### src/include/wtg_map.svh
`ifndef WTG_MAP_SVH
`define WTG_MAP_SVH

// ----------------------------------------------------------------
// clocking and tick timing
// ----------------------------------------------------------------
`define WTG_CLOCK_HZ          50000000
`define WTG_TICK_SLOW_MS      10
`define WTG_TICK_FAST_MS      1
`define WTG_TICK_SLOW_CYCLES  ((`WTG_CLOCK_HZ / 1000) * `WTG_TICK_SLOW_MS)
`define WTG_TICK_FAST_CYCLES  ((`WTG_CLOCK_HZ / 1000) * `WTG_TICK_FAST_MS)

// ----------------------------------------------------------------
// rate conversion
// ----------------------------------------------------------------
`define WTG_RATE_NUMERATOR    64000
`define WTG_RATE_WIDTH        18
`define WTG_RATE_RESET        18'h00000

// ----------------------------------------------------------------
// field positions
// ----------------------------------------------------------------
`define WTG_PERIOD_WIDTH      9
`define WTG_PERIOD_PRE_HI     8
`define WTG_PERIOD_PRE_LO     7
`define WTG_PERIOD_COUNT_HI   6
`define WTG_FIRST_WIDTH       7
`define WTG_FIRST_PRE_BIT     6
`define WTG_FIRST_COUNT_HI    5
`define WTG_SECOND_WIDTH      3

// ----------------------------------------------------------------
// prescaler and delay sizing
// ----------------------------------------------------------------
`define WTG_PRESCALE_STAGE    4'hf
`define WTG_FIRST_PRE_SHIFT   4
`define WTG_DELAY_WIDTH       16

`endif

### src/include/wtg_pkg.sv
package wtg_pkg;

	// listen sequence, gray coded along idle -> first -> second
	typedef enum logic [1:0] {
		WTG_IDLE   = 2'b00,
		WTG_FIRST  = 2'b01,
		WTG_SECOND = 2'b11
	} wtg_state_type;

	typedef enum logic [1:0] {
		WTG_PRE_1   = 2'b00,
		WTG_PRE_16A = 2'b01,
		WTG_PRE_16B = 2'b10,
		WTG_PRE_256 = 2'b11
	} wtg_prescale_type;

endpackage : wtg_pkg

### src/include/wtg_delay_if.sv
`timescale 1ns/100ps
`default_nettype none
`include "wtg_map.svh"

interface wtg_delay_if;
	logic                        start;
	logic                        tick;
	logic [`WTG_DELAY_WIDTH-1:0] count;
	logic                        done;

	modport ctrl (output start, output tick, output count, input done);
	modport counter (input start, input tick, input count, output done);
endinterface : wtg_delay_if

`default_nettype wire

### src/verilog/wtg_tick_gen.sv
`timescale 1ns/100ps
`default_nettype none

module wtg_tick_gen #(
	parameter int CYCLES = 50000
) (
	input  wire logic clock_in,
	input  wire logic arst_n_in,
	output logic      tick_out
);
	localparam int W = (CYCLES > 1) ? $clog2(CYCLES) : 1;

	logic [W-1:0] count;

	always_ff @(posedge clock_in or negedge arst_n_in) begin
		if (!arst_n_in) begin
			count    <= '0;
			tick_out <= 1'b0;
		end else if (count == W'(CYCLES - 1)) begin
			count    <= '0;
			tick_out <= 1'b1;
		end else begin
			count    <= count + W'(1);
			tick_out <= 1'b0;
		end
	end

	tick_single_a: assert property (@(posedge clock_in) disable iff (!arst_n_in) // RULE3
		(tick_out && CYCLES > 1) |=> !tick_out)
		else $error("tick lasted more than one cycle");

endmodule : wtg_tick_gen

`default_nettype wire

### src/verilog/wtg_delay_counter.sv
`timescale 1ns/100ps
`default_nettype none
`include "wtg_map.svh"

module wtg_delay_counter (
	input  wire logic     clock_in,
	input  wire logic     arst_n_in,
	wtg_delay_if.counter  dly
);
	logic [`WTG_DELAY_WIDTH-1:0] remaining;
	logic                        busy;

	// counts whole ticks; a start while busy reloads
	always_ff @(posedge clock_in or negedge arst_n_in) begin
		if (!arst_n_in) begin
			remaining <= '0;
			busy      <= 1'b0;
			dly.done  <= 1'b0;
		end else if (dly.start) begin
			remaining <= dly.count;
			busy      <= (dly.count != '0);
			dly.done  <= (dly.count == '0);
		end else if (busy && dly.tick) begin
			remaining <= remaining - `WTG_DELAY_WIDTH'(1);
			busy      <= (remaining != `WTG_DELAY_WIDTH'(1));
			dly.done  <= (remaining == `WTG_DELAY_WIDTH'(1)); // RULE9
		end else begin
			dly.done  <= 1'b0;
		end
	end

	done_on_tick_a: assert property (@(posedge clock_in) disable iff (!arst_n_in) // RULE9
		(dly.done && !$past(dly.start)) |-> $past(dly.tick) && $past(remaining) == `WTG_DELAY_WIDTH'(1))
		else $error("delay ended without its last tick");

endmodule : wtg_delay_counter

`default_nettype wire

### src/verilog/wtg_wakeup_timing.sv
`timescale 1ns/100ps
`default_nettype none
`include "wtg_map.svh"

// Summary of operation
// [RULE1] bit rate strobe period equals rate code divided by 64000 seconds
// [RULE2] software loads 533, 267, 133, 67 for 1200 to 9600 bit/s
// [RULE3] wake period counts ticks of the internal 10 ms tick
// [RULE4] wake period spans 10 ms to about 325 s, accuracy plus/minus 20 percent
// [RULE5] period bits 8:7 pick prescale 1, 16, 16 or 256 via two /16 stages
// [RULE6] period is vv+1 ticks, or prescale times vv plus one ticks
// [RULE7] first listen delay is timed from the 1 ms tick, 1 ms to 1.024 s
// [RULE8] first delay bit 6 selects divide by 1 or by 16
// [RULE9] first delay equals (vv+1) ms, or 16 times (vv+1) ms
// [RULE10] second delay codes 1-4 give 1-4 times, then 8, 16, 31 times
// [RULE11] code zero gives no second delay; both checks run together
// [RULE12] a reset register write asynchronously clears everything
// [RULE13] period timer restarts on every expiry while enabled
module wtg_wakeup_timing #(
	parameter int CLOCK_HZ         = `WTG_CLOCK_HZ,
	parameter int TICK_SLOW_CYCLES = `WTG_TICK_SLOW_CYCLES,
	parameter int TICK_FAST_CYCLES = `WTG_TICK_FAST_CYCLES
) (
	input  wire logic                          clock_in,
	input  wire logic                          arst_n_in,
	input  wire logic                          reset_write_in,
	input  wire logic                          wake_enable_in,
	input  wire logic [`WTG_RATE_WIDTH-1:0]    wake_rate_register_in,
	input  wire logic [`WTG_PERIOD_WIDTH-1:0]  wake_period_field_in,
	input  wire logic [`WTG_FIRST_WIDTH-1:0]   first_listen_delay_in,
	input  wire logic [`WTG_SECOND_WIDTH-1:0]  second_listen_multiple_in,
	output logic                               rate_strobe_out,
	output logic                               period_expired_out,
	output logic                               first_listen_out,
	output logic                               second_listen_out,
	output logic                               first_done_out,
	output logic                               second_done_out,
	output logic                               simultaneous_check_out
);
	localparam int ACC_W = $clog2(CLOCK_HZ) + 1;

	// ----------------------------------------------------------------
	// reset combining
	// ----------------------------------------------------------------
	logic core_rst_n;

	assign core_rst_n = arst_n_in & ~reset_write_in; // RULE12

	// ----------------------------------------------------------------
	// tick sources
	// ----------------------------------------------------------------
	logic tick_slow;
	logic tick_fast;

	wtg_tick_gen #(.CYCLES(TICK_SLOW_CYCLES)) u_tick_slow (
		.clock_in  (clock_in),
		.arst_n_in (core_rst_n),
		.tick_out  (tick_slow)
	);

	wtg_tick_gen #(.CYCLES(TICK_FAST_CYCLES)) u_tick_fast (
		.clock_in  (clock_in),
		.arst_n_in (core_rst_n),
		.tick_out  (tick_fast)
	);

	// ----------------------------------------------------------------
	// rate code to bit strobe
	// ----------------------------------------------------------------
	logic [ACC_W-1:0]           rate_acc;
	logic [ACC_W-1:0]           next_rate_acc;
	logic                       base_tick;
	logic [`WTG_RATE_WIDTH-1:0] bit_count;

	// phase accumulator makes a 64 kHz base tick from the system clock
	always_comb begin
		next_rate_acc = rate_acc + ACC_W'(`WTG_RATE_NUMERATOR);
		base_tick     = (next_rate_acc >= ACC_W'(CLOCK_HZ));
		if (base_tick) begin
			next_rate_acc = next_rate_acc - ACC_W'(CLOCK_HZ);
		end
	end

	always_ff @(posedge clock_in or negedge core_rst_n) begin
		if (!core_rst_n) begin
			rate_acc <= '0;
		end else begin
			rate_acc <= next_rate_acc;
		end
	end

	// one strobe every code base ticks; code zero stops the strobe
	always_ff @(posedge clock_in or negedge core_rst_n) begin
		if (!core_rst_n) begin
			bit_count       <= `WTG_RATE_RESET;
			rate_strobe_out <= 1'b0;
		end else if (!wake_enable_in || wake_rate_register_in == '0) begin
			bit_count       <= `WTG_RATE_RESET;
			rate_strobe_out <= 1'b0;
		end else if (base_tick && bit_count + `WTG_RATE_WIDTH'(1) >= wake_rate_register_in) begin
			bit_count       <= `WTG_RATE_RESET; // RULE1
			rate_strobe_out <= 1'b1;
		end else begin
			bit_count       <= base_tick ? bit_count + `WTG_RATE_WIDTH'(1) : bit_count;
			rate_strobe_out <= 1'b0;
		end
	end

	rate_on_base_a: assert property (@(posedge clock_in) disable iff (!core_rst_n) // RULE1
		rate_strobe_out |-> $past(base_tick) && $past(wake_rate_register_in) != '0)
		else $error("rate strobe without a base tick");

	// ----------------------------------------------------------------
	// wake period timer
	// ----------------------------------------------------------------
	wtg_pkg::wtg_prescale_type pre_sel;
	logic [3:0]                pre_lo;
	logic [3:0]                pre_hi;
	logic                      pre16_tick;
	logic                      pre256_tick;
	logic                      scaled_tick;
	logic                      period_phase;
	logic [6:0]                period_left;
	logic [6:0]                period_vv;

	assign pre_sel     = wtg_pkg::wtg_prescale_type'(
		wake_period_field_in[`WTG_PERIOD_PRE_HI:`WTG_PERIOD_PRE_LO]);
	assign period_vv   = wake_period_field_in[`WTG_PERIOD_COUNT_HI:0];
	assign pre16_tick  = tick_slow && pre_lo == `WTG_PRESCALE_STAGE;
	assign pre256_tick = pre16_tick && pre_hi == `WTG_PRESCALE_STAGE; // RULE5

	always_comb begin
		case (pre_sel)
			wtg_pkg::WTG_PRE_1:   scaled_tick = tick_slow;
			wtg_pkg::WTG_PRE_16A: scaled_tick = pre16_tick;
			wtg_pkg::WTG_PRE_16B: scaled_tick = pre16_tick;
			wtg_pkg::WTG_PRE_256: scaled_tick = pre256_tick; // RULE5
			default:              scaled_tick = tick_slow;
		endcase
	end

	// two cascaded /16 stages, cleared when the scaled count begins
	always_ff @(posedge clock_in or negedge core_rst_n) begin
		if (!core_rst_n) begin
			pre_lo <= 4'h0;
			pre_hi <= 4'h0;
		end else if (!wake_enable_in || !period_phase) begin
			pre_lo <= 4'h0;
			pre_hi <= 4'h0;
		end else if (tick_slow) begin
			pre_lo <= pre_lo + 4'h1; // RULE5
			pre_hi <= pre16_tick ? pre_hi + 4'h1 : pre_hi;
		end
	end

	// one raw 10 ms tick, then vv scaled ticks: prescale*vv+1 in all
	always_ff @(posedge clock_in or negedge core_rst_n) begin
		if (!core_rst_n) begin
			period_phase       <= 1'b0;
			period_left        <= 7'h00;
			period_expired_out <= 1'b0;
		end else if (!wake_enable_in) begin
			period_phase       <= 1'b0;
			period_left        <= 7'h00;
			period_expired_out <= 1'b0;
		end else if (!period_phase && tick_slow) begin
			period_phase       <= (period_vv != 7'h00); // RULE3
			period_left        <= period_vv; // RULE6
			period_expired_out <= (period_vv == 7'h00); // RULE4
		end else if (period_phase && scaled_tick) begin
			period_phase       <= (period_left != 7'h01); // RULE13
			period_left        <= period_left - 7'h01;
			period_expired_out <= (period_left == 7'h01); // RULE6
		end else begin
			period_expired_out <= 1'b0;
		end
	end

	period_restart_a: assert property (@(posedge clock_in) disable iff (!core_rst_n) // RULE13
		(period_expired_out && wake_enable_in) |-> !period_phase && period_left == 7'h00)
		else $error("period timer did not restart");

	prescale_cascade_a: assert property (@(posedge clock_in) disable iff (!core_rst_n) // RULE5
		(pre_hi != 4'h0 && pre_hi != $past(pre_hi)) |-> $past(tick_slow) && $past(pre_lo) == 4'hf && pre_lo == 4'h0)
		else $error("second stage stepped without the first wrapping");

	period_zero_a: assert property (@(posedge clock_in) disable iff (!core_rst_n) // RULE6
		(wake_enable_in && !period_phase && tick_slow && period_vv == 7'h00) |=> period_expired_out)
		else $error("zero count period not one tick long");

	// ----------------------------------------------------------------
	// listen delay lengths
	// ----------------------------------------------------------------
	logic [10:0]                 first_total;
	logic [4:0]                  multiple;
	logic [`WTG_DELAY_WIDTH-1:0] second_total;

	function automatic logic [4:0] wtg_multiple(input logic [2:0] code);
		case (code)
			3'h0:    wtg_multiple = 5'h00; // RULE11
			3'h1:    wtg_multiple = 5'h01;
			3'h2:    wtg_multiple = 5'h02;
			3'h3:    wtg_multiple = 5'h03;
			3'h4:    wtg_multiple = 5'h04;
			3'h5:    wtg_multiple = 5'h08;
			3'h6:    wtg_multiple = 5'h10;
			3'h7:    wtg_multiple = 5'h1f; // RULE10
			default: wtg_multiple = 5'h00;
		endcase
	endfunction : wtg_multiple

	always_comb begin
		first_total = {5'h00, first_listen_delay_in[`WTG_FIRST_COUNT_HI:0]} + 11'h001; // RULE9
		if (first_listen_delay_in[`WTG_FIRST_PRE_BIT]) begin
			first_total = first_total << `WTG_FIRST_PRE_SHIFT; // RULE8
		end
	end

	assign multiple     = wtg_multiple(second_listen_multiple_in);
	// both operands widened first so that 1024 x 31 does not wrap at eleven bits
	assign second_total = {5'h00, first_total} * {11'h000, multiple}; // RULE10

	// ----------------------------------------------------------------
	// listen sequence
	// ----------------------------------------------------------------
	wtg_delay_if               dly ();
	wtg_pkg::wtg_state_type    state;
	wtg_pkg::wtg_state_type    next_state;

	wtg_delay_counter u_delay (
		.clock_in  (clock_in),
		.arst_n_in (core_rst_n),
		.dly       (dly)
	);

	assign dly.tick = tick_fast; // RULE7

	always_comb begin
		next_state = state;
		dly.start  = 1'b0;
		dly.count  = `WTG_DELAY_WIDTH'(first_total);
		case (state)
			wtg_pkg::WTG_IDLE: begin
				if (wake_enable_in && period_expired_out) begin
					next_state = wtg_pkg::WTG_FIRST;
					dly.start  = 1'b1; // RULE7
				end
			end
			wtg_pkg::WTG_FIRST: begin
				if (dly.done) begin
					if (multiple == 5'h00) begin
						next_state = wtg_pkg::WTG_IDLE; // RULE11
					end else begin
						next_state = wtg_pkg::WTG_SECOND;
						dly.start  = 1'b1;
						dly.count  = second_total; // RULE10
					end
				end
			end
			wtg_pkg::WTG_SECOND: begin
				if (dly.done) begin
					next_state = wtg_pkg::WTG_IDLE;
				end
			end
			default: next_state = wtg_pkg::WTG_IDLE;
		endcase
		if (!wake_enable_in) begin
			next_state = wtg_pkg::WTG_IDLE;
			dly.start  = 1'b0;
		end
	end

	always_ff @(posedge clock_in or negedge core_rst_n) begin
		if (!core_rst_n) begin
			state <= wtg_pkg::WTG_IDLE;
		end else begin
			state <= next_state;
		end
	end

	// registered status for the listening stages
	always_ff @(posedge clock_in or negedge core_rst_n) begin
		if (!core_rst_n) begin
			first_listen_out       <= 1'b0;
			second_listen_out      <= 1'b0;
			first_done_out         <= 1'b0;
			second_done_out        <= 1'b0;
			simultaneous_check_out <= 1'b0;
		end else begin
			first_listen_out       <= (next_state == wtg_pkg::WTG_FIRST);
			second_listen_out      <= (next_state == wtg_pkg::WTG_SECOND);
			first_done_out         <= (state == wtg_pkg::WTG_FIRST) && dly.done && wake_enable_in;
			second_done_out        <= dly.done && wake_enable_in &&
				((state == wtg_pkg::WTG_SECOND) || (state == wtg_pkg::WTG_FIRST && multiple == 5'h00));
			simultaneous_check_out <= (state == wtg_pkg::WTG_FIRST) && dly.done &&
				wake_enable_in && multiple == 5'h00; // RULE11
		end
	end

	simultaneous_end_a: assert property (@(posedge clock_in) disable iff (!core_rst_n) // RULE11
		simultaneous_check_out |-> first_done_out && second_done_out && !second_listen_out)
		else $error("zero second delay did not finish both stages together");

	first_start_a: assert property (@(posedge clock_in) disable iff (!core_rst_n) // RULE7
		(state == wtg_pkg::WTG_IDLE && wake_enable_in && period_expired_out) |=> first_listen_out)
		else $error("first listen did not start on period expiry");

	long_multiple_a: assert property (@(posedge clock_in) disable iff (!core_rst_n) // RULE10
		(second_listen_multiple_in == 3'h7) |-> second_total == `WTG_DELAY_WIDTH'(first_total * 31))
		else $error("top multiple code is not 31 times");

	first_prescale_a: assert property (@(posedge clock_in) disable iff (!core_rst_n) // RULE8
		first_listen_delay_in[`WTG_FIRST_PRE_BIT] |-> first_total[3:0] == 4'h0 && first_total != 11'h000)
		else $error("first delay prescale not applied");

endmodule : wtg_wakeup_timing

`default_nettype wire

### config.mk
export PLATFORM = sky130hd
export DESIGN_NAME = wtg_wakeup_timing
export DESIGN_NICKNAME = d
export VERILOG_FILES = /design/src/include/wtg_pkg.sv /design/src/include/wtg_delay_if.sv /design/src/verilog/wtg_tick_gen.sv /design/src/verilog/wtg_delay_counter.sv /design/src/verilog/wtg_wakeup_timing.sv
export VERILOG_INCLUDE_DIRS = /design/src /design/src/include
export SDC_FILE = /design/constraint.sdc
export NUM_CORES = 1
export LEC_CHECK = 0
export BUFFER_PORTS_ARGS = -buffer_cell sky130_fd_sc_hd__buf_2
export CAP_MARGIN = 20
export CORE_UTILIZATION = 33
export CTS_CLUSTER_DIAMETER = 60
export DETAILED_ROUTE_END_ITERATION = 10
export PLACE_DENSITY = 0.52
export SLEW_MARGIN = 20
export SYNTH_ARGS = -nofsm -noshare
export SYNTH_HDL_FRONTEND = slang
export SYNTH_SLANG_ARGS = --single-unit
### constraint.sdc
create_clock -name clock_in -period 9.1 [get_ports clock_in]
set_clock_uncertainty 0.05 [all_clocks]
set_input_delay 1.365 -clock clock_in [delete_from_list [all_inputs] [get_ports clock_in]]
set_output_delay 1.365 -clock clock_in [all_outputs]
set_load 0.01 [all_outputs]
==> PnR_summary.wiki, run 1 <==
{| class="wikitable"
! Metric !! Value
|-
| Result of the run || complete, no violations
|-
| Post-CTS resize count || 0
|-
| Most frequently used flop master after synthesis || dfrtp_1
|-
| Total die area || 28100 sq um
|-
| Maximum number of buffers from clock root to sink || 2
|-
| Comb pwr share || 12.0%
|-
| Int Power || 1.016 mW
|-
| Transition at the pin with the smallest max-transition slack || 1.030 ns
|-
| Topmost layer with routed signal wires || met4
|-
| Launch instance of the worst register-to-register path || bit_count[0]
|-
| Diodes inserted || 0
|-
| Detail Route met2 WL || 9318 microns
|-
| Crit path to || u_delay.busy
|-
| Design Area, Final || 10270 sq um
|-
| Capturing point of the worst reg2reg path || bit_count[3]
|-
| Post-Synthesis Net Count || approximately 1200
|-
| Class of the tightest hold or removal check || reg -> reg
|-
| Clock Latency Late Sink || 0.42 ns
|-
| GRT Residual Overflow || 0
|-
| Final worst-path cycle share || 67.47%
|-
| Setup TNS Final || 0 ns
|-
| Metal3 WL || ~430 microns
|-
| Final #Nets || about 1200
|-
| Fraction of layout instances using a drive strength above 1 || 10.28%
|-
| Min Clock Period, post-route || between 6 and 7 ns
|-
| Count leader, synth || nor2_1
|-
| Synth warn || 0
|-
| Commonest cells in the netlist || nor2_1, dfrtp_1, nand2_1
|-
| Die Y-Extent || approximately 170 microns
|-
| Slew HR || 29.34%
|-
| Buffers inserted during post-CTS setup optimization || 0
|-
| Highest fanout seen on the critical path || 9
|-
| Critical Path Start || first_listen_delay_in[0]
|-
| Drc violations || 0
|-
| Port buffer count || 47
|-
| Register clock-pin slew on the reported worst setup and hold paths || 0.06 ns
|-
| Crit path required time || slightly above 9 ns
|-
| Root Driver || clkbuf_16
|-
| Synth top area cells || dfrtp_1, ha_1, fa_1
|-
| Io pins || 48
|-
| Maximum number of pins on one net before global-route repair || 63
|-
| Type of the setup path with the least slack || in -> reg
|-
| Post-synthesis instance total || between 1000 and 1500
|-
| Sequential cell area in the final layout || 2953 sq um
|-
| Reg2Reg Setup Slack || roughly 4.8 ns
|-
| Wire length reported by the detailed router || between 20000 and 25000 microns
|-
| CTS tree || yes
|-
| Hpwl dp || about 15000 microns
|-
| Vias/cell || 5.056
|-
| List of cells traversed by the critical path || buf_2, nand3_1, o21a_1, o31ai_1, nor2_1, fa_1, fa_1, inv_1, fa_1, inv_1, ha_1, and3_1, or3b_2, a211oi_1, nor3_1, o21ai_0, nand4b_1, o211a_1
|-
| CP Capture Type || flip-flop
|-
| Total via count after detailed routing || 7280
|-
| Number of H-tree levels || 4
|-
| Hold buffer count at CTS || 0
|-
| Summed instance area of the synthesized netlist || 9054 sq um
|-
| Nature of the critical path startpoint || input port
|-
| 1st-iter DRT viols || 415
|-
| Clock sink total || 118
|-
| Post-synthesis cell type with the largest combined area || dfrtp_1
|-
| Layout Utilization || between 30% and 40%
|-
| Cell area after placement || 9667 sq um
|-
| Area of the multi-input gates || ~5700 sq um
|-
| Vias in the first global route || 7387
|-
| Leak Pwr || about 4.8 nW
|-
| Unrepaired setup endpoints after global routing || no
|-
| Share of synthesized flip-flops with an asynchronous set or reset || 100.0%
|-
| Number of cells on the worst reg-to-reg path || 15
|-
| Peak supply drop || 0.08698 mV
|-
| Count of endpoints failing setup in the final report || 0
|-
| Count of final max-slew check failures || 0
|-
| Routed wire per std cell || 14.21 microns
|-
| Last weighted congestion value of the routability-driven placer || 0.8281
|-
| Delay-heaviest family, CP || adder cells
|-
| Combined global-route utilization of all metal layers || 15.58%
|-
| Crit path max-delay cell type || o31ai_1
|-
| TritonCTS Buffers || 17
|-
| Pwr Density || ~140 nW/um^2
|-
| Chip width || approximately 170 microns
|-
| Power spent charging and discharging nets || 0.3876 mW
|-
| Layout overhead on the synthesized area || 13.43%
|-
| Hold Worst Slack || 0.4056 ns
|-
| Fraction of post-synthesis cell area in the top cell type by area || approximately 33%
|-
| Placeable core area || 26950 sq um
|-
| Antenna violations before repair || 0
|-
| Data arrival time of the worst path || 6.39 ns
|-
| Count of different cell masters after synthesis || 70
|-
| Delay contributed by the slowest stage of the critical path || roughly 0.67 ns
|-
| Sequential share of power || 38.7%
|-
| CP Depth || 18
|-
| # fillers || 2728
|-
| Placement Rows || 60
|-
| Library cell appearing most often on the critical path || fa_1
|-
| Clock group share of total power || 49.3%
|-
| Total iterations of the first detailed-routing run || 5
|-
| Switch share || between 20 and 30%
|-
| Post-synthesis area per instance || 8.680 sq um
|-
| Final antenna-violating net count || 0
|-
| Number of synthesized flops with an enable pin || 0
|-
| Sequential area share after synthesis || 32.61%
|-
| Highest achievable clock rate || 162.9 MHz
|-
| Metal1 wirelength || 10460 microns
|-
| Count of buffer and inverter cells on the critical path || 3
|-
| Hold Fails Final Rpt || 0
|-
| Number of flip-flops and latches in the synthesized netlist || 118
|-
| Count of maximum capacitance violations || 0
|-
| Global-route wire length before repair || 35840 microns
|-
| Starting Density || 33.59%
|}
-- state kept, by name, summed over array words and instances (netlist names) --
name,count
period_left,7
first_listen_out,1
u_tick_slow.count,19
u_delay.dly.done,1
first_done_out,1
second_done_out,1
rate_acc,20
period_expired_out,1
u_delay.busy,1
rate_strobe_out,1
bit_count,18
simultaneous_check_out,1
u_delay.remaining,16
u_tick_fast.count,16
pre_hi,4
second_listen_out,1
state,2
u_tick_slow.tick_out,1
period_phase,1
pre_lo,4
u_tick_fast.tick_out,1
-- power groups by stage --
| stage | Clock [mW] | Sequential, mW | Combinational [mW] |
|---|---|---|---|
| 3_3_place_gp | 0 | 0.552 | 0.168 |
| 5_1_grt | 0.736 | 0.544 | 0.195 |
| 6_report | 0.693 | 0.543 | 0.168 |
| 3_5_place_dp | 0 | 0.552 | 0.168 |
| 4_1_cts | 0.714 | 0.542 | 0.170 |
| 2_1_floorplan | 0 | 0.550 | 0.122 |
-- layout by cell type, fill, tap and decap left out, drive strengths merged, types with 4 or more instances in the layout --
cell type,n
and3,13
or3,9
and2,7
or2,9
xnor2,61
o21a,7
a21o,16
o31ai,5
nor2b,18
nand2,94
o211ai,6
a22o,8
o21ai,43
or4,7
mux2i,6
nor3,31
o211a,6
o21bai,4
nand3,45
dfrtp,118
inv,83
nor4,11
and4,4
a31oi,5
a21oi,48
nand2b,20
nor2,124
xor2,48
buf,55
fa,27
clkbuf,18
nand4,19
ha,58
a211oi,12
nor3b,5
-- layer usage --
| metal | GRT usage (%) | vias to the layer above |
|---|---|---|
| li1 | - | 3696 |
| met1 | 21.48 | 3494 |
| met2 | 24.95 | 72 |
| met3 | 2.364 | 18 |
| met4 | 5.066 | 0 |
| met5 | 0 | - |
-- worst reg2reg max path, cell delays in order (launching register included) --
cell	delay, ns
dfrtp_1	0.41
ha_1	0.23
nand3_1	0.19
nor2_1	0.25
and3_1	0.27
and2_1	0.18
nand3_1	0.17
nor2_1	0.17
xor2_1	0.25
ha_1	0.30
a21o_1	0.16
a21oi_1	0.12
o21ai_0	0.11
a21oi_1	0.71
o21ai_0	0.34
o21ba_2	0.31
-- worst min-delay path by stage --
stage / slack (ns) / end / depth (start not counted) / start
after floorplan: 0.38 / u_tick_slow.count[0] / 1 / u_tick_slow.count[0]
after global placement: 0.40 / u_tick_slow.count[0] / 1 / u_tick_slow.count[0]
after detailed placement: 0.40 / u_tick_slow.count[0] / 1 / u_tick_slow.count[0]
after CTS: 0.41 / u_tick_slow.count[0] / 1 / u_tick_slow.count[0]
after global routing: 0.44 / u_tick_slow.count[0] / 1 / u_tick_slow.count[0]
final: 0.41 / u_tick_slow.count[0] / 1 / u_tick_slow.count[0]
-- layout make-up --
cell class                      count  area share (%)
Tap cell                          341           4.155
Timing Repair Buffer               55           2.875
Clock buffer                       18           4.276
Sequential cell                   118           28.75
Multi-Input combinational cell    818           55.57
Clock inverter                     14           1.596
Inverter                           76           2.778
-- through the flow --
stage / power, mW / setup slack (ns) / instances
2_1_floorplan: 0.6715 / 0.2602 / 1043
3_3_place_gp: 0.7198 / 2.707 / 1408
3_5_place_dp: 0.7204 / 2.629 / 1408
4_1_cts: 1.427 / 3.035 / 1440
5_1_grt: 1.475 / 2.578 / 1440
6_report: 1.404 / 2.960 / 1440
-- logic make-up after synthesis --
| kind of cell | Yosys count | synth area share (%) |
|---|---|---|
| flip-flops | 118 | 32.61 |
| multiplexers | 7 | 0.7877 |
| adder cells (fa/ha/maj) | 85 | 13.99 |
| XOR/XNOR | 109 | 10.54 |
| buffers and inverters | 107 | 4.533 |
| AO/OA/AOI/OAI | 189 | 14.30 |
| AND/OR/NAND/NOR | 428 | 23.23 |
No activity file was read; power rests on OpenSTA's default activity.
==> inputs of run 2 (changes only) <==
--- a/config.mk
+++ b/config.mk
@@ -6,6 +6,7 @@
 export SDC_FILE = /design/constraint.sdc
 export NUM_CORES = 1
 export LEC_CHECK = 0
+export ABC_AREA = 1
 export BUFFER_PORTS_ARGS = -buffer_cell sky130_fd_sc_hd__buf_2
 export CAP_MARGIN = 20
 export CORE_UTILIZATION = 33
==> constraint.sdc (replaced) <==
create_clock -name clock_in -period 5.4 [get_ports clock_in]
set_clock_uncertainty 0.05 [all_clocks]
set_input_delay 0.81 -clock clock_in [delete_from_list [all_inputs] [get_ports clock_in]]
set_output_delay 0.81 -clock clock_in [all_outputs]
set_load 0.01 [all_outputs]
==> run 2 against run 1 <==
Non-clock buffer count fell by 3. Sequential share of layout area fell by 1.8 points. Clock power rose by 75%. Routed wire length rose by 13%. Setup slack got worse by 2.3 ns. Hold slack barely moved. Synthesized area rose by 6.9%. Via count rose by 19%. Die area rose by 6.8%. Combinational power rose by 80%. Cell count rose by 27%. Cell area rose by 6.7%.
==> PnR_summary.wiki, run 2 <==
{| class="wikitable"
! Metric !! Value
|-
| Result of the run || complete, no violations
|-
| Area of the multi-input gates || 5697 sq um (-0.18%)
|-
| Sequential cell area in the final layout || 2953 sq um (unchanged)
|-
| Data arrival time of the worst path || 5.00 ns (-1.39 ns)
|-
| Most frequently used flop master after synthesis || dfrtp_1
|-
| GRT met1 Usage || 22.65% (+1.2 points)
|-
| Post-synthesis cell type with the largest combined area || dfrtp_1
|-
| Final antenna-violating net count || 0 (unchanged)
|-
| Register clock-pin slew on the reported worst setup and hold paths || 0.06 ns (about the same)
|-
| Crit path required time || 5.65 ns (-3.70 ns)
|-
| Root Driver || clkbuf_16
|-
| Placeable core area || 28780 sq um (+6.8%)
|-
| Setup TNS Final || 0 ns (unchanged)
|-
| Maximum number of pins on one net before global-route repair || 119 (+89%)
|-
| Comb pwr share || 12.5% (+0.5 points)
|-
| TritonCTS Buffers || 17 (unchanged)
|-
| Count of endpoints failing setup in the final report || 0 (unchanged)
|-
| Final #Nets || 1560 (+29%)
|-
| Sequential share of power || 37.4% (-1.3 points)
|-
| Number of flip-flops under the largest register name || 20 (unchanged)
|-
| Met3 Usage GRT || 2.566% (+0.20 points)
|-
| Unrepaired setup endpoints after global routing || no
|-
| Die Y-Extent || 173.2 microns (+3.3%)
|-
| Launch instance of the worst register-to-register path || bit_count[0]
|-
| Final worst-path cycle share || between 80% and 90%
|-
| Post-CTS resize count || 0 (unchanged)
|-
| Hold path start || u_tick_slow.count[0]
|-
| Peak-usage layer in the global routing report || met2
|-
| CTS tree || yes
|-
| Transition at the pin with the smallest max-transition slack || 0.9450 ns (-0.08538 ns)
|-
| Peak supply drop || 0.1956 mV (+120%)
|-
| Placement Rows || 62 (+3.3%)
|-
| Top library cells by usage in the layout, fill and taps aside || nand2_1, inv_1, nor2_1, dfrtp_1, nand3_1
|-
| Share of synthesized flip-flops with an asynchronous set or reset || 100.0% (unchanged)
|-
| Layout Utilization || 38.08% (about the same)
|-
| Hold Fails Final Rpt || 0 (unchanged)
|-
| Nature of the critical path startpoint || input port
|-
| Slew HR || 36.77% (+7.4 points)
|-
| Critical Path Start || first_listen_delay_in[0]
|-
| # fillers || 3017 (+11%)
|-
| Hpwl dp || 17680 microns (+16%)
|-
| Wire length reported by the detailed router || 23040 microns (+13%)
|-
| Diodes inserted || 0 (unchanged)
|-
| Global-route wire length before repair || 40320 microns (+12%)
|-
| Number of flip-flops and latches in the synthesized netlist || 118 (unchanged)
|-
| Vias in the first global route || 8507 (+15%)
|-
| Hold buffer count at CTS || 0 (unchanged)
|-
| Register with the highest flop count || rate_acc
|-
| Count of maximum capacitance violations || 0 (unchanged)
|-
| Buffers inserted during post-CTS setup optimization || 0 (unchanged)
|-
| Synth warn || 0 (unchanged)
|-
| Combined global-route utilization of all metal layers || 16.29% (+0.70 points)
|-
| Port buffer count || 47 (unchanged)
|-
| Post-synthesis area per instance || 7.005 sq um (-19%)
|-
| Total iterations of the first detailed-routing run || 4 (-1)
|-
| Layout overhead on the synthesized area || 13.28%
|-
| Summed instance area of the synthesized netlist || 9674 sq um (+6.9%)
|-
| Starting Density || 33.61% (about the same)
|-
| Min Clock Period, post-route || 4.754 ns
|-
| Maximum number of buffers from clock root to sink || 2 (unchanged)
|-
| Count of different cell masters after synthesis || 46 (-34%)
|-
| Total die area || 30010 sq um (+6.8%)
|-
| Drc violations || 0 (unchanged)
|-
| Routed wire per std cell || 12.59 microns (-11%)
|-
| Leak Pwr || 5.855 nW (+22%)
|-
| Sequential area share after synthesis || 30.52% (-2.1 points)
|-
| Type of the setup path with the least slack || in -> reg
|-
| Total via count after detailed routing || 8645 (+19%)
|-
| Fraction of post-synthesis cell area in the top cell type by area || 30.52% (-2.1 points)
|-
| Class of the tightest hold or removal check || reg -> reg
|-
| Top Registers || rate_acc (20), u_tick_slow.count (19), bit_count (18)
|-
| Met2 demand-to-capacity share in global routing || 25.96% (+1.0 points)
|-
| Highest fanout seen on the critical path || 7 (-2)
|-
| Post-Synthesis Net Count || 1507 (+29%)
|-
| Clock group share of total power || 50.1% (+0.8 points)
|-
| GRT Residual Overflow || 0 (unchanged)
|-
| Post-synthesis instance total || 1381 (+32%)
|-
| Io pins || 48 (unchanged)
|-
| Antenna violations before repair || 0 (unchanged)
|-
| Commonest non-fill, non-tap cell in the layout || nand2_1
|-
| Clock sink total || 118 (unchanged)
|-
| Count of final max-slew check failures || 0 (unchanged)
|-
| Number of synthesized flops with an enable pin || 0 (unchanged)
|-
| Pwr Density || 220.3 nW/um^2 (+61%)
|-
| Last weighted congestion value of the routability-driven placer || 0.8384 (+1.2%)
|-
| Chip width || 173.2 microns (+3.3%)
|-
| Int Power || 1.742 mW (+71%)
|-
| Highest achievable clock rate || about 210 MHz
|-
| Number of H-tree levels || 4 (unchanged)
|-
| Commonest cells in the netlist || nand2_1, inv_1, nor2_1
|-
| Fraction of layout instances using a drive strength above 1 || 7.878% (-2.4 points)
|-
| Count leader, synth || nand2_1
|-
| Vias/cell || 4.721 (-6.6%)
|-
| Power spent charging and discharging nets || 0.6721 mW (+73%)
|-
| Switch share || 27.84% (+0.23 points)
|-
| Synth top area cells || dfrtp_1, nand2_1, inv_1
|-
| CP Capture Type || flip-flop
|-
| 1st-iter DRT viols || 534 (+29%)
|-
| Clock Latency Late Sink || 0.42 ns (about the same)
|}
run 2: kinds of logic after synthesis:
family | synth area share (%)
DFF | 30.52
and+or+nand+nor | 32.92
muxes | 0.1035
adders and majority gates | 13.09
AOI/OAI and AO/OA | 7.734
xor gates and xnor gates | 4.966
buffers and inverters | 10.67
run 2: final timing paths:
path | slack, ns | cells past startpoint | to
worst min-delay path | 0.41 | 1 | u_tick_slow.count[0]
worst min register to register | 0.41 | 1 | u_tick_slow.count[0]
worst max register to register | 1.60 | 16 | bit_count[1]
min in group asynchronous | 0.56 | 4 | rate_acc[26]
worst max-delay path | 0.65 | 27 | u_delay.busy
max in group asynchronous | 4.23 | 3 | pre_hi[0]
run 2: power groups by stage:
| stage | clock, mW | sequential [mW] | combinational [mW] |
|---|---|---|---|
| floorplan | 0 | 0.917 | 0.221 |
| global placement | 0 | 0.919 | 0.304 |
| detailed placement | 0 | 0.919 | 0.307 |
| CTS | 1.24 | 0.903 | 0.307 |
| global route | 1.28 | 0.904 | 0.358 |
| finish | 1.21 | 0.903 | 0.303 |
run 2: worst max-delay path, stage by stage:
cell and delay (ns):
buf_2 0.14, ha_1 0.21, nand3_1 0.09, nand2_1 0.08
nand3_1 0.07, o21ai_0 0.15, inv_1 0.15, nor2_1 0.14
fa_1 0.46, fa_1 0.54, inv_1 0.05, fa_1 0.53
inv_1 0.04, ha_1 0.33, nand2_1 0.12, nor2_1 0.12
nand2_1 0.08, nand3_1 0.16, nand2_1 0.08, nand3_1 0.07
nand2_1 0.06, nor2_1 0.11, nand2_1 0.06, nor2_1 0.12
nand4_1 0.09, nand2_1 0.10, nor2_1 0.04
run 2: per-stage QoR:
step           hold WS, ns  power (mW)  setup slack, ns  area, sq um  std cells
2_1_floorplan       0.3829       1.139           0.3754         9677       1381
3_3_place_gp        0.3962       1.224           0.2785        10340       1799
3_5_place_dp        0.4001       1.226           0.2185        10340       1799
4_1_cts             0.4083       2.452           0.6510        10960       1831
5_1_grt             0.4493       2.543           0.2105        10960       1831
6_report            0.4054       2.414           0.6464        10960       1831
run 2: area by class of cell:
class,instances,area share (%)
sequential,118,26.94
clock inverter,14,1.747
tap,384,4.384
clock buffer,18,3.916
inverter,246,8.426
multi-input combinational,999,51.98
timing repair buffer,52,2.603
run 2: routing by layer:
metal | part of all wire [%] | vias to the layer above
met5 | 0 | -
met4 | 1.6 | 0
met3 | 2.5 | 20
met2 | 45 | 102
met1 | 51 | 3975
li1 | - | 4548
==> inputs of run 3 (changes only) <==
--- a/config.mk
+++ b/config.mk
@@ -9,10 +9,12 @@
 export ABC_AREA = 1
 export BUFFER_PORTS_ARGS = -buffer_cell sky130_fd_sc_hd__buf_2
 export CAP_MARGIN = 20
-export CORE_UTILIZATION = 33
+export CORE_MARGIN = 4
+export CORE_UTILIZATION = 30
 export CTS_CLUSTER_DIAMETER = 60
 export DETAILED_ROUTE_END_ITERATION = 10
-export PLACE_DENSITY = 0.52
+export PLACE_DENSITY = 0.48
+export REMOVE_ABC_BUFFERS = 1
 export SLEW_MARGIN = 20
 export SYNTH_ARGS = -nofsm -noshare
 export SYNTH_HDL_FRONTEND = slang
==> run 3 against run 2 <==
Total power increased by 0.71%. Combinational power grew 2%. First-iteration DRC count decreased by 9.7%. Routed wire length grew 4.3%. Largest power group unchanged.
==> PnR_summary.wiki, run 3 (synthesis gave the netlist of run 2 again) <==
{| class="wikitable"
! Metric !! Value
|-
| Result of the run || complete, no violations
|-
| Slew HR || 45.39% (+8.6 points)
|-
| Placement Rows || 65 (+4.8%)
|-
| Chip width || 187.6 microns (+8.3%)
|-
| Transition at the pin with the smallest max-transition slack || 0.8163 ns (-0.1288 ns)
|-
| Area of the multi-input gates || 5697 sq um (unchanged)
|-
| Diodes inserted || 0 (unchanged)
|-
| Starting Density || 30.50% (-3.1 points)
|-
| CTS tree || yes
|-
| Nature of the critical path startpoint || input port
|-
| GRT Residual Overflow || 0 (unchanged)
|-
| Number of H-tree levels || 4 (unchanged)
|-
| Final antenna-violating net count || 0 (unchanged)
|-
| Highest fanout seen on the critical path || 7 (unchanged)
|-
| Post-CTS resize count || 0 (unchanged)
|-
| Highest achievable clock rate || 205.5 MHz (-2.3%)
|-
| Launch instance of the worst register-to-register path || bit_count[0]
|-
| Critical Path Start || first_listen_delay_in[0]
|-
| Die Y-Extent || 187.6 microns (+8.3%)
|-
| Crit path required time || 5.65 ns (about the same)
|-
| Commonest non-fill, non-tap cell in the layout || nand2_1
|-
| 1st-iter DRT viols || 482 (-9.7%)
|-
| CP Capture Type || flip-flop
|-
| Sequential cell area in the final layout || 2953 sq um (unchanged)
|-
| Vias/cell || 4.710 (-0.23%)
|-
| Hold buffer count at CTS || 0 (unchanged)
|-
| Buffers inserted during post-CTS setup optimization || 0 (unchanged)
|-
| Count of endpoints failing setup in the final report || 0 (unchanged)
|-
| Total die area || 35180 sq um (+17%)
|-
| Placeable core area || 31720 sq um (+10%)
|-
| Maximum number of pins on one net before global-route repair || 119 (unchanged)
|-
| Data arrival time of the worst path || 5.12 ns (+0.12 ns)
|-
| Hpwl dp || 18410 microns (+4.2%)
|-
| Top library cells by usage in the layout, fill and taps aside || nand2_1, inv_1, nor2_1, dfrtp_1, nand3_1
|-
| Placement-stage worst setup slack || 0.1427 ns (-0.07583 ns)
|-
| Final #Nets || 1562 (+0.13%)
|-
| Layout overhead on the synthesized area || 13.80%
|-
| Port buffer count || 47 (unchanged)
|-
| Fraction of layout instances using a drive strength above 1 || 8.006% (+0.13 points)
|-
| # fillers || 3412 (+13%)
|-
| Count of maximum capacitance violations || 0 (unchanged)
|-
| Vias in the first global route || 8732 (+2.6%)
|-
| Antenna violations before repair || 0 (unchanged)
|-
| Maximum number of buffers from clock root to sink || 2 (unchanged)
|-
| Io pins || 48 (unchanged)
|-
| Top Registers || rate_acc (20), u_tick_slow.count (19), bit_count (18)
|-
| Setup TNS Final || 0 ns (unchanged)
|-
| Final worst-path cycle share || 90.11% (+2.1 points)
|-
| Setup ws final || 0.5341 ns (-0.1122 ns)
|-
| Routed wire per std cell || 12.99 microns (+3.2%)
|-
| Type of the setup path with the least slack || in -> reg
|-
| Pwr Density || 220.9 nW/um^2 (+0.26%)
|-
| Total via count after detailed routing || 8719 (+0.86%)
|-
| Peak supply drop || 0.1968 mV (+0.61%)
|-
| TritonCTS Buffers || 17 (unchanged)
|-
| Total iterations of the first detailed-routing run || 6 (+2)
|-
| Root Driver || clkbuf_16
|-
| Leak Pwr || 5.867 nW (+0.21%)
|-
| Last weighted congestion value of the routability-driven placer || 0.8210 (-2.1%)
|-
| Wire length reported by the detailed router || 24040 microns (+4.3%)
|-
| Min Clock Period, post-route || 4.866 ns (+0.1122 ns)
|-
| Count of final max-slew check failures || 0 (unchanged)
|-
| Drc violations || 0 (unchanged)
|-
| Layout Utilization || 34.71% (-3.4 points)
|-
| Number of flip-flops under the largest register name || 20 (unchanged)
|-
| Clock Latency Late Sink || 0.42 ns (about the same)
|-
| Unrepaired setup endpoints after global routing || no
|-
| Class of the tightest hold or removal check || reg -> reg
|-
| Hold Fails Final Rpt || 0 (unchanged)
|-
| Clock sink total || 118 (unchanged)
|-
| Register clock-pin slew on the reported worst setup and hold paths || 0.06 ns (about the same)
|-
| Hold path start || u_tick_fast.count[0]
|-
| Combined global-route utilization of all metal layers || 14.12% (-2.2 points)
|-
| Global-route wire length before repair || 41780 microns (+3.6%)
|-
| Register with the highest flop count || rate_acc
|}
[run 3: changes by cell type in the layout (fill, tap and decap cells not counted), sizes merged]
cell and change:
buf +2, bufinv +1, clkbuf +2, clkinv +1
clkinvlp +2, inv -6
[run 3: metrics by stage]
stage / area [sq um] / hold WS, ns / std cells / total power [mW]
after CTS: 11010 / 0.4190 / 1851 / 2.475
final: 11010 / 0.4192 / 1851 / 2.431
after floorplan: 9565 / 0.3829 / 1363 / 1.136
after detailed placement: 10380 / 0.4105 / 1819 / 1.232
after global routing: 11010 / 0.4242 / 1851 / 2.572
after global placement: 10380 / 0.4073 / 1819 / 1.232
[run 3: critical path, cell delays in order]
cell and delay (ns):
buf_2 0.14, ha_1 0.22, nand3_1 0.09, nand2_1 0.08
nand3_1 0.08, o21ai_0 0.19, inv_1 0.17, nor2_1 0.15
fa_1 0.46, fa_1 0.54, inv_1 0.05, fa_1 0.53
inv_1 0.04, ha_1 0.34, nand2_1 0.13, nor2_1 0.13
nand2_1 0.08, nand3_1 0.17, nand2_1 0.07, nand3_1 0.10
nand2_1 0.08, nor2_1 0.11, nand2_1 0.06, nor2_1 0.09
nand4_1 0.09, nand2_1 0.10, nor2_1 0.04
[run 3: cell type report]
class                   count  area share [%]
clock buffers              20           4.148
clock inverters            12           1.602
inverters                 246           8.387
multi-input cells         999           51.74
flip-flops and latches    118           26.82
well taps                 402           4.569
repair buffers             54           2.728
[run 3: report_power, final]
part           leakage [nW]  internal (mW)  switching [mW]
clock                 0.306          0.796           0.422
combinational          4.02          0.106           0.203
sequential             1.54          0.896         0.00881
[run 3: final timing paths]
check | depth (start not counted) | slack (ns) | endpoint
setup / recovery | 27 | 0.53 | u_delay.busy
hold / removal | 1 | 0.42 | u_tick_fast.count[0]
setup reg to reg | 15 | 1.47 | rate_strobe_out
hold reg to reg | 1 | 0.42 | u_tick_fast.count[0]
max in group asynchronous | 3 | 4.21 | u_delay.remaining[0]
min in group asynchronous | 4 | 0.57 | rate_acc[19]
[run 3: per-layer routing]
metal	track usage (%)	part of all wire, %
met1	19.03	50
met2	23.71	47
met3	2.364	2.7
met4	3.529	1.2
met5	0	0
